$ cat src/pkg/cmdseq_pkg.sv
package cmdseq_pkg;

  // Clock period of the system clock in nanoseconds.
  localparam int CLOCK_PERIOD_NS = 8;
  // Period of the millisecond timebase in nanoseconds.
  localparam int TICK_PERIOD_NS = 1_000_000;
  // Clock cycles per millisecond tick, rounded down.
  localparam int TICK_CYCLES = TICK_PERIOD_NS / CLOCK_PERIOD_NS;

  // Number of command objects in a sequence.
  localparam int OBJECT_COUNT = 4;

  // Long-press threshold limits and reset value, in milliseconds.
  localparam logic [15:0] LONG_MS_MIN = 16'h00C8;
  localparam logic [15:0] LONG_MS_DEFAULT = 16'h01F4;
  localparam logic [15:0] LONG_MS_MAX = 16'hFFFF;

  // Delay between commands, in milliseconds.
  localparam logic [14:0] DELAY_MS_DEFAULT = 15'h0000;
  localparam logic [14:0] DELAY_MS_MAX = 15'h4E20;

  // Selectable debounce times in milliseconds, indexed by the selector.
  localparam logic [7:0] DEBOUNCE_MS [8] = '{8'h0A, 8'h14, 8'h1E, 8'h28,
                                             8'h32, 8'h46, 8'h64, 8'h96};
  // Selector value of the 50 ms default.
  localparam logic [2:0] DEBOUNCE_DEFAULT_SEL = 3'h4;

  // Single-object sequence length limits.
  localparam logic [2:0] VALUE_COUNT_MIN = 3'h2;
  localparam logic [2:0] VALUE_COUNT_MAX = 3'h4;

  // Percentage scale: 100 percent maps onto a full byte.
  localparam logic [7:0] PERCENT_FULL = 8'h64;
  localparam logic [15:0] BYTE_FULL = 16'h00FF;

  // Building-mode codes carried in the mode format.
  localparam logic [7:0] HVAC_COMFORT = 8'h01;
  localparam logic [7:0] HVAC_FROST = 8'h04;

  // Data format of one command object.
  typedef enum logic [1:0] {
    FORMAT_SWITCH,
    FORMAT_UNSIGNED,
    FORMAT_PERCENT,
    FORMAT_HVAC
  } bus_value_format_type;

  // Complete configuration of one command-sequence input.
  typedef struct packed {
    logic function_enabled;
    logic normally_closed;
    logic distinguish_long;
    logic [15:0] long_ms;
    logic [14:0] delay_ms;
    logic single_object;
    logic [3:0] object_used;
    logic [2:0] value_count;
    logic [2:0] debounce_sel;
    bus_value_format_type [3:0] formats;
    logic [3:0][7:0] short_values;
    logic [3:0][7:0] long_values;
  } sequence_config_type;

  // One value handed to the bus telegram sender.
  typedef struct packed {
    logic valid;
    logic [1:0] object;
    bus_value_format_type bus_value_format;
    logic [7:0] data;
  } telegram_type;

endpackage

$ cat src/verilog/input_command_sequencer.sv
`timescale 1ns/1ps

// How it works
// RULE1: no-function mode ignores input, sends nothing.
// RULE2: contact type sets pressed polarity.
// RULE3: with distinction, classify first, then react.
// RULE4: long only when held at least threshold.
// RULE5: configurable delay between successive transmitted values.
// RULE6: flag picks single object or several.
// RULE7: multi-object mode skips objects not enabled.
// RULE8: each command has one of four formats.
// RULE9: short press sends step's short value.
// RULE10: long press sends step's long value.
// RULE11: debounce time selectable from eight values.
// RULE12: each press advances to next used command.
// RULE13: after last command, wrap to first enabled.
// RULE14: single object sends two to four values.
module input_command_sequencer #(
  parameter int TICKS = cmdseq_pkg::TICK_CYCLES
) (
  input wire logic clock,
  input wire logic reset,
  input wire logic contact_pin,
  input cmdseq_pkg::sequence_config_type config_in,
  output cmdseq_pkg::telegram_type telegram,
  output logic pressed,
  output logic sending_pending
);
  import cmdseq_pkg::*;

  // The divider must produce a pulse at most every other cycle.
  if (TICKS < 2) begin : g_bad_ticks
    $error("TICKS must be at least two");
  end

  // Encodes a configured value in the selected bus format.
  function automatic logic [7:0] encode_value(input bus_value_format_type fmt,
                                              input logic [7:0] value);
    logic [15:0] scaled;
    scaled = 16'h0000;
    unique case (fmt)
      FORMAT_SWITCH: encode_value = {7'h00, value[0]}; // [RULE8]
      FORMAT_UNSIGNED: encode_value = value; // [RULE8]
      FORMAT_PERCENT: begin
        // Percent is scaled to a full byte, rounded to nearest.
        scaled = ({8'h00, value} * BYTE_FULL + 16'h0032) / {8'h00, PERCENT_FULL};
        encode_value = (value > PERCENT_FULL) ? 8'hFF : scaled[7:0]; // [RULE8]
      end
      FORMAT_HVAC: begin
        // Codes outside the mode range fall back to the nearest mode.
        if (value < HVAC_COMFORT) begin
          encode_value = HVAC_COMFORT; // [RULE8]
        end else if (value > HVAC_FROST) begin
          encode_value = HVAC_FROST; // [RULE8]
        end else begin
          encode_value = value; // [RULE8]
        end
      end
    endcase
  endfunction

  // Millisecond timebase divider.
  logic [$clog2(TICKS)-1:0] divider;
  logic [$clog2(TICKS)-1:0] next_divider;
  logic tick; // One-cycle pulse each millisecond.

  // Counts clock cycles down to the next tick.
  always_comb begin
    tick = (divider == '0);
    next_divider = tick ? ($clog2(TICKS))'(TICKS - 1) : divider - 1'b1;
  end

  // Divider register.
  always_ff @(posedge clock or posedge reset) begin
    if (reset) begin
      divider <= '0;
    end else begin
      divider <= next_divider;
    end
  end

  logic contact_closed; // Debounced contact level.

  contact_debouncer debounce (
    .clock(clock),
    .reset(reset),
    .tick(tick),
    .contact_pin(contact_pin),
    .limit_ms(DEBOUNCE_MS[config_in.debounce_sel]),
    .stable(contact_closed)
  );

  // A normally closed contact reads as pressed when it opens.
  logic pressed_level;
  assign pressed_level = config_in.normally_closed ? ~contact_closed : contact_closed; // [RULE2]

  // Press classifier state.
  typedef enum logic [1:0] {PRESS_IDLE, PRESS_TIMING, PRESS_HELD} press_state_type;
  press_state_type press_state;
  press_state_type next_press_state;
  logic [15:0] held_ms; // Milliseconds the press has lasted.
  logic [15:0] next_held_ms;
  logic [15:0] long_limit; // Threshold clamped to its legal range.
  logic event_fire; // A classified actuation is ready.
  logic event_long; // The actuation was long.
  logic was_pressed; // Pressed level one cycle earlier.
  // Low only in the first cycle after reset. A normally closed contact that
  // is open at reset already reads as pressed, and without this the edge
  // detector would take that idle level for a fresh press.
  logic armed;

  // Threshold below the minimum is raised to the minimum.
  assign long_limit = (config_in.long_ms < LONG_MS_MIN) ? LONG_MS_MIN : config_in.long_ms;

  // Classifies each actuation as short or long before anything is sent.
  always_comb begin
    next_press_state = press_state;
    next_held_ms = held_ms;
    event_fire = 1'b0;
    event_long = 1'b0;
    if (!config_in.function_enabled) begin
      next_press_state = PRESS_IDLE; // [RULE1]
      next_held_ms = 16'h0000;
    end else begin
      unique case (press_state)
        PRESS_IDLE: begin
          if (pressed_level && !was_pressed && armed) begin
            if (config_in.distinguish_long) begin
              next_press_state = PRESS_TIMING; // [RULE3]
              next_held_ms = 16'h0000;
            end else begin
              // Without distinction the press itself is the event.
              event_fire = 1'b1; // [RULE9]
              next_press_state = PRESS_HELD;
            end
          end
        end
        PRESS_TIMING: begin
          if (!pressed_level) begin
            event_fire = 1'b1; // [RULE3]
            next_press_state = PRESS_IDLE;
          end else if (held_ms >= long_limit) begin
            event_fire = 1'b1; // [RULE4]
            event_long = 1'b1; // [RULE10]
            next_press_state = PRESS_HELD;
          end else if (tick && held_ms != LONG_MS_MAX) begin
            next_held_ms = held_ms + 16'h0001; // [RULE4]
          end
        end
        PRESS_HELD: begin
          // Wait for release so one press makes one event.
          if (!pressed_level) begin
            next_press_state = PRESS_IDLE;
          end
        end
      endcase
    end
  end

  // Classifier registers.
  always_ff @(posedge clock or posedge reset) begin
    if (reset) begin
      press_state <= PRESS_IDLE;
      held_ms <= 16'h0000;
      was_pressed <= 1'b0;
      armed <= 1'b0;
    end else begin
      press_state <= next_press_state;
      held_ms <= next_held_ms;
      was_pressed <= pressed_level;
      armed <= 1'b1;
    end
  end

  // Sequencer state.
  logic [1:0] step; // Next step to consider.
  logic [1:0] next_step;
  logic [14:0] gap_ms; // Milliseconds left before another value may go.
  logic [14:0] next_gap_ms;
  logic pending; // An event waits for the gap to end.
  logic next_pending;
  logic pending_long;
  logic next_pending_long;
  telegram_type next_telegram;
  logic [2:0] count_clamped; // Single-object sequence length.
  logic [1:0] target; // Step chosen for this event.
  logic target_found;
  logic go_long;
  logic go;

  // Picks the step, encodes its value and spaces successive sends.
  always_comb begin
    next_step = step;
    next_gap_ms = gap_ms;
    next_pending = pending;
    next_pending_long = pending_long;
    next_telegram = '0;
    target = step;
    target_found = 1'b0;
    go = 1'b0;
    go_long = 1'b0;
    count_clamped = config_in.value_count;
    if (count_clamped < VALUE_COUNT_MIN) count_clamped = VALUE_COUNT_MIN;
    if (count_clamped > VALUE_COUNT_MAX) count_clamped = VALUE_COUNT_MAX;
    if (tick && gap_ms != 15'h0000) begin
      next_gap_ms = gap_ms - 15'h0001; // [RULE5]
    end
    if (event_fire) begin
      next_pending = 1'b1;
      next_pending_long = event_long;
    end
    if (!config_in.function_enabled) begin
      next_pending = 1'b0; // [RULE1]
    end else if (pending && gap_ms == 15'h0000) begin
      go = 1'b1; // [RULE5]
      go_long = pending_long;
      next_pending = event_fire;
    end
    if (config_in.single_object) begin
      // All values go to object A in turn.
      target = ({1'b0, step} < count_clamped) ? step : 2'h0; // [RULE14]
      target_found = 1'b1; // [RULE6]
    end else begin
      for (int i = 0; i < OBJECT_COUNT; i++) begin
        if (!target_found && config_in.object_used[2'(step + 2'(i))]) begin
          target = 2'(step + 2'(i)); // [RULE7]
          target_found = 1'b1;
        end
      end
    end
    if (go && target_found) begin
      next_telegram.valid = 1'b1;
      next_telegram.object = config_in.single_object ? 2'h0 : target; // [RULE6]
      next_telegram.bus_value_format = config_in.formats[target];
      next_telegram.data = encode_value(config_in.formats[target],
          (go_long && config_in.distinguish_long) ? config_in.long_values[target] // [RULE10]
                                                  : config_in.short_values[target]); // [RULE9]
      next_gap_ms = (config_in.delay_ms > DELAY_MS_MAX) ? DELAY_MS_MAX : config_in.delay_ms;
      if (config_in.single_object && ({1'b0, target} + 3'h1 >= count_clamped)) begin
        next_step = 2'h0; // [RULE13]
      end else begin
        next_step = target + 2'h1; // [RULE12]
      end
    end
  end

  // Sequencer registers; the telegram comes straight from flip-flops.
  always_ff @(posedge clock or posedge reset) begin
    if (reset) begin
      step <= 2'h0;
      gap_ms <= DELAY_MS_DEFAULT;
      pending <= 1'b0;
      pending_long <= 1'b0;
      telegram <= '0;
      pressed <= 1'b0;
      sending_pending <= 1'b0;
    end else begin
      step <= next_step;
      gap_ms <= next_gap_ms;
      pending <= next_pending;
      pending_long <= next_pending_long;
      telegram <= next_telegram;
      pressed <= pressed_level & config_in.function_enabled;
      sending_pending <= next_pending;
    end
  end

endmodule // input_command_sequencer

$ cat src/verilog/contact_debouncer.sv
`timescale 1ns/1ps

// Synchronises the raw contact and accepts a new level only once it has
// held steady for the selected number of millisecond ticks.
module contact_debouncer (
  input wire logic clock,
  input wire logic reset,
  input wire logic tick,
  input wire logic contact_pin,
  input wire logic [7:0] limit_ms,
  output logic stable
);
  import cmdseq_pkg::*;

  logic sync_first; // First synchroniser stage, read only by the second.
  logic sync_second; // Contact level in the clock domain.
  logic [7:0] count; // Milliseconds the new level has held.
  logic [7:0] next_count;
  logic next_stable;

  // Two-stage synchroniser for the asynchronous contact.
  always_ff @(posedge clock or posedge reset) begin
    if (reset) begin
      sync_first <= 1'b0;
      sync_second <= 1'b0;
    end else begin
      sync_first <= contact_pin;
      sync_second <= sync_first;
    end
  end

  // Any bounce back to the accepted level restarts the count, so a
  // bouncing contact never produces a second edge.
  always_comb begin
    next_count = count;
    next_stable = stable;
    if (sync_second == stable) begin
      next_count = 8'h00;
    end else if (tick) begin
      if (count + 8'h01 >= limit_ms) begin
        next_stable = sync_second; // [RULE11]
        next_count = 8'h00;
      end else begin
        next_count = count + 8'h01;
      end
    end
  end

  // Debounce state registers.
  always_ff @(posedge clock or posedge reset) begin
    if (reset) begin
      count <= 8'h00;
      stable <= 1'b0;
    end else begin
      count <= next_count;
      stable <= next_stable;
    end
  end

endmodule // contact_debouncer

$ cat config.mk
export PLATFORM = sky130hd
export DESIGN_NAME = input_command_sequencer
export DESIGN_NICKNAME = d
export VERILOG_FILES = /design/src/pkg/cmdseq_pkg.sv /design/src/verilog/input_command_sequencer.sv /design/src/verilog/contact_debouncer.sv
export SDC_FILE = /design/constraint.sdc
export NUM_CORES = 1
export LEC_CHECK = 0
export ABC_AREA = 1
export BUFFER_PORTS_ARGS = -buffer_cell sky130_fd_sc_hd__buf_4
export CAP_MARGIN = 20
export CORE_MARGIN = 2
export CORE_UTILIZATION = 35
export CTS_CLUSTER_SIZE = 12
export DETAILED_ROUTE_END_ITERATION = 8
export MAX_ROUTING_LAYER = met4
export PLACE_DENSITY = 0.54
export SLEW_MARGIN = 20
export SYNTH_ARGS = -nofsm -noshare
export SYNTH_HDL_FRONTEND = slang
export SYNTH_HIERARCHICAL = 1
export SYNTH_SLANG_ARGS = --single-unit
$ cat constraint.sdc
create_clock -name clock -period 14.15 [get_ports clock]
set_clock_uncertainty 0.2 [all_clocks]
set_input_delay 3.5375 -clock clock [delete_from_list [all_inputs] [get_ports clock]]
set_output_delay 3.5375 -clock clock [all_outputs]
set_load 0.005 [all_outputs]
After elaboration in Yosys (flattened, before gate mapping):

Memories as Yosys holds them, arrays and structs flattened.
Index checks and enable logic that the tools add are counted.
W data, S select, Z words.

* register bits: 81
* memory bits (read-only): 64
* bits of input ports: 120
* output and inout bits: 15
* logic and storage cells: 171
* memories kept: 1

Memory list
* (no name shown): words 8, width 8, read ports 1, clocked after memory_dff 0, wr ports 0, line input_command_sequencer.sv:89 `.limit_ms(DEBOUNCE_MS[config_in.debounce_sel]),`

* add/subtract/negate cells: 10
* multiply operators: 1
* divide/modulo/power cells: 1
* $lt $le $gt $ge: 17
* equality and inequality tests: 16
* mux-type cells: 78
* bitwise logic cells: 4
* reductions and logical operators: 25

Operators with widths (number)
* $mux W16: 7
* $mux W8: 11
* $mux W15: 3
* $bmux W8 S2: 2
* $pmux W16 S2: 1
* $pmux W8 S4: 1
* $mux W1: 28
* $mux W2: 14
* $ne A3 B3 Y1 const B: 6
* $logic_not A17 Y1: 1
* $mux W17: 1
* $sub A17 B1 Y17 const B: 1
* $add A16 B1 Y16 const B: 1
* $add A16 B6 Y16 const B: 1
* $div A16 B7 Y16 const B: 1
* $ge A16 B16 Y1: 1
* $lt A16 B8 Y1 const B: 1
* $mul A8 B8 Y16 const B: 1
* $ne A16 B16 Y1 const B: 1
* $gt A15 B15 Y1 const B: 1
* $logic_not A15 Y1: 1
* $lt A2 B3 Y1 const B: 5
* $reduce_bool A15 Y1: 1
* $sub A15 B1 Y15 const B: 1
* 33 further kinds: 60

Logic depth before layout (Yosys ltp):

* depth in word-level cells: 25
* mapped depth: 109
* gate-level depth less buffers: 106

Modules after synthesis:

The synthesis kept the hierarchy.

By module, submodules not included
* input_command_sequencer: instances 1, cells each 1657, area an instance 10485.1 µm², sequential area each 1751.7 µm²
* contact_debouncer: instances 1, cells each 120, area an instance 865.8 µm², sequential area each 275.3 µm²

Worst setup path before layout:

OpenSTA, ideal clock, no wires.

* path kind: input-to-reg
* start: in config_in[78] (netlist name)
* end: reg telegram[0] (netlist name)
* library setup time: 113 ps
* arrival: 14927 ps
* data required time: 13837 ps
* slack: -1090 ps
* stages: 95
* buffers on the path: 7
* cell sequence: inv_1 -> nand2_1 -> o21ai_0 -> inv_1 -> o21ai_0 -> nand2_1 -> o22ai_1 -> xor2_1 -> a211o_1 -> nand2_1 -> clkbuf_1 -> clkbuf_1 -> buf_1 -> nand2_1 -> inv_1 -> o21ai_0 -> nand2_1 -> inv_1 -> [59 not listed] -> nor2_8 -> nand3_2 -> nor2_4 -> nand2_1 -> nand2_2 -> nor2_2 -> nor2_2 -> nand2_4 -> nand3_1 -> nand2_1 -> nor2_1 -> nand2_1 -> nor2_1 -> nand2_1 -> nand2_1 -> nand3_1 -> nand2_1 -> inv_1

RTL lines
* from (decl): line input_command_sequencer.sv:24 `input cmdseq_pkg::sequence_config_type config_in,`
* to (signal assigned): line input_command_sequencer.sv:262 `telegram <= next_telegram;`
* to (decl): line input_command_sequencer.sv:25 `output cmdseq_pkg::telegram_type telegram,`

==> results.sh <==
export IMPL_cts_htree_levels=3
export IMPL_path_class="in2reg"
export IMPL_fill_cells=3183
export IMPL_reg2reg_depth=82
export IMPL_drive_gt1_share_pct=38.3
export IMPL_worst_slack_ps=-766
export IMPL_maxCapViolCount=0
export IMPL_setup_violations_final=3
export IMPL_numCtsBuffers=9
export IMPL_synth_area_um2=11400
export IMPL_clock_latency_ps=350
export IMPL_cpPeakStageDelay_ps=530
export IMPL_worstSetupEndpointType="register"
export IMPL_path_clk_slew_ps=60
export IMPL_antenna_found_initial=0
export IMPL_cts_root_buffer="clkbuf_16"
export IMPL_violations="negative setup slack"
export IMPL_worstPathRequired_ps=14180
export IMPL_outcome="finished, violations left"
export IMPL_synth_top_area_share_pct=17.9
export IMPL_row_count=65
export IMPL_synthTopCellsByArea="dfrtp_1 (18%), nand2_1 (17%), ha_1 (9.5%)"
export IMPL_firstDrtPassIters=5
export IMPL_slew_violations=0
export IMPL_rsz0062_at_grt="true"
export IMPL_ys_seq_area_share_pct=17.9
export IMPL_top_usage_layer="met2"
export IMPL_hold_class="reg2reg"
export IMPL_wire_per_inst_um=13.1
export IMPL_hold_buffers=0
export IMPL_grt_max_degree=71
export IMPL_ios=135
export IMPL_grt_use_met2_pct=36.6
export IMPL_synthTopCellsByCount="nand2_1 (508), inv_1 (268), nor2_1 (157), nand3_1 (125), ha_1 (86)"
export IMPL_portBuffers=134
export IMPL_start_util_pct=35.8
export IMPL_synthDistinctLibCells=64
export IMPL_vias=12600
export IMPL_globalRouteMet3Util_pct=1.92
export IMPL_fin_nets=2481
export IMPL_grt_pass1_wl_mm=58.3
export IMPL_hpwl_mm=27.8
export IMPL_multiInputGateArea_um2=9170
export IMPL_place_congestion=0.885
export IMPL_synth_ff_type="dfrtp_1"
export IMPL_fp_dieH_um=184
export IMPL_critPathSlowestCell="fa_1"
export IMPL_grt_pass1_vias=12400
export IMPL_synth_area_per_cell_um2=6.39
export IMPL_grtUsageTotal_pct=21.3
export IMPL_cp_start_kind="input port"
export IMPL_gr_usage_met1_pct=27.7
export IMPL_ys_warn_count=6
export IMPL_min_path_cells=0
export IMPL_routed_wl_mm=34.8
export IMPL_drt_iter0_markers=567
export IMPL_synth_nets=2014
export IMPL_regArea_um2=2030
export IMPL_ant_nets=0
export IMPL_hold_viol=0
export IMPL_clk_path_buf_depth=2
export IMPL_grt_overflow=0
export IMPL_yosysMostFrequentCell="nand2_1"
export IMPL_antenna_cells=0
export IMPL_finalNonFillerCells=2651
export IMPL_crit_top_cell="nand2_2"
export IMPL_cts_sinks=81
export IMPL_synth_edf_count=0
export IMPL_max_slew_margin_pct=40.3
export IMPL_fp_dieW_um=184
export IMPL_dieArea_um2=33900
export IMPL_synth_async_reset_ratio_pct=100
export IMPL_core_area_um2=31700
export IMPL_area_growth_pct=48.8
export IMPL_ys_ff_latch=81
export IMPL_cts_tree="yes"
export IMPL_post_route_min_period_ps=14920
export IMPL_worst_pin_slew_ps=896
export IMPL_max_freq_ghz=0.0670
export IMPL_synthCells=1777
export IMPL_post_route_drc_count=0
export IMPL_routed_via_density=4.77
export IMPL_crit_path_max_fanout=11
export IMPL_fin_crit_sh_pct=105
export IMPL_yosysTopAreaCell="dfrtp_1"
export IMPL_place_inst=2551
export IMPL_arrival_ps=14940
-- routing by layer --
| metal | vias up | routed length [µm] |
|---|---|---|
| li1 | 6601 | - |
| met1 | 5821 | 16400 |
| met2 | 185 | 17100 |
| met3 | 33 | 803 |
| met4 | 0 | 444 |
| met5 | - | 0 |
-- state kept, by name, indices dropped and copies added (netlist names), 2 cells and up --
signal          flops
divider            17
held_ms            16
gap_ms             15
telegram           13
debounce/count      8
press_state         2
step                2
-- final timing paths --
path | from | end | slack [ps]
min in group asynchronous | reset | debounce/stable | 3010
max in group asynchronous | reset | telegram[10] | 9900
worst min register to register | debounce/sync_first | debounce/sync_second | 160
worst max-delay path | config_in[80] | telegram[1] | -770
worst max register to register | step[0] | telegram[1] | 1790
worst min-delay path | debounce/sync_first | debounce/sync_second | 160
-- layout by cell type (no fill, tap or decap), types with 33 or more instances in the layout --
master and instances:
xor2_1 39, nor2_1 134, inv_1 238, nand3_2 33, nand2_1 420, nand2_2 107
nand4_1 46, inv_2 52, dfrtp_1 81, o21ai_0 60, nand3_1 92, a21oi_1 40
nand2_4 34, ha_1 80, buf_4 452
-- kinds of logic after synthesis --
logic type,synth area share (%)
other cells,0.0662
xor+xnor,5.38
mux,0.176
simple gates,40.7
compound gates,9.82
buf+inv,11.1
flops,17.9
fa+ha+maj,14.9
-- critical path, delay by kind of cell --
family,cells,cell delay [ps]
AND/OR/NAND/NOR,45,4600
buffers and inverters,19,2330
adder cells (fa/ha/maj),5,2210
AO/OA/AOI/OAI,11,1710
XOR/XNOR,2,350
multiplexers,1,190
-- through the flow --
stage / TNS (ps) / worst slack, ps / instance area, µm² / hold slack [ps] / utilization (%)
after floorplan: -564 / -401 / 11700 / 131 / -
after global placement: -3130 / -1340 / 15000 / 145 / 47.3
after detailed placement: -3530 / -1480 / 15000 / 137 / 47.3
after CTS: -897 / -482 / 16200 / 163 / 50.9
after global routing: -3800 / -1540 / 16900 / 165 / 53.3
final: -1580 / -766 / 16900 / 156 / 53.3
-- layout make-up --
type,instances,area share (%)
sequential,81,12.0
tap,402,2.98
multi-input combinational,1376,54.3
clock inverter,6,0.393
timing repair buffer,479,22.3
inverter,297,6.70
clock buffer,10,1.36
-- timing repair --
action,in CTS,in global routing
pin swaps,72,118
gates cloned,6,2
resized for setup,102,147
endpoints found under the setup margin,3,4
buffers inserted,48,29
Power is left out: the tool's default activity adds up to more than one toggle a clock period on the data nets, which glitch-free logic cannot reach.
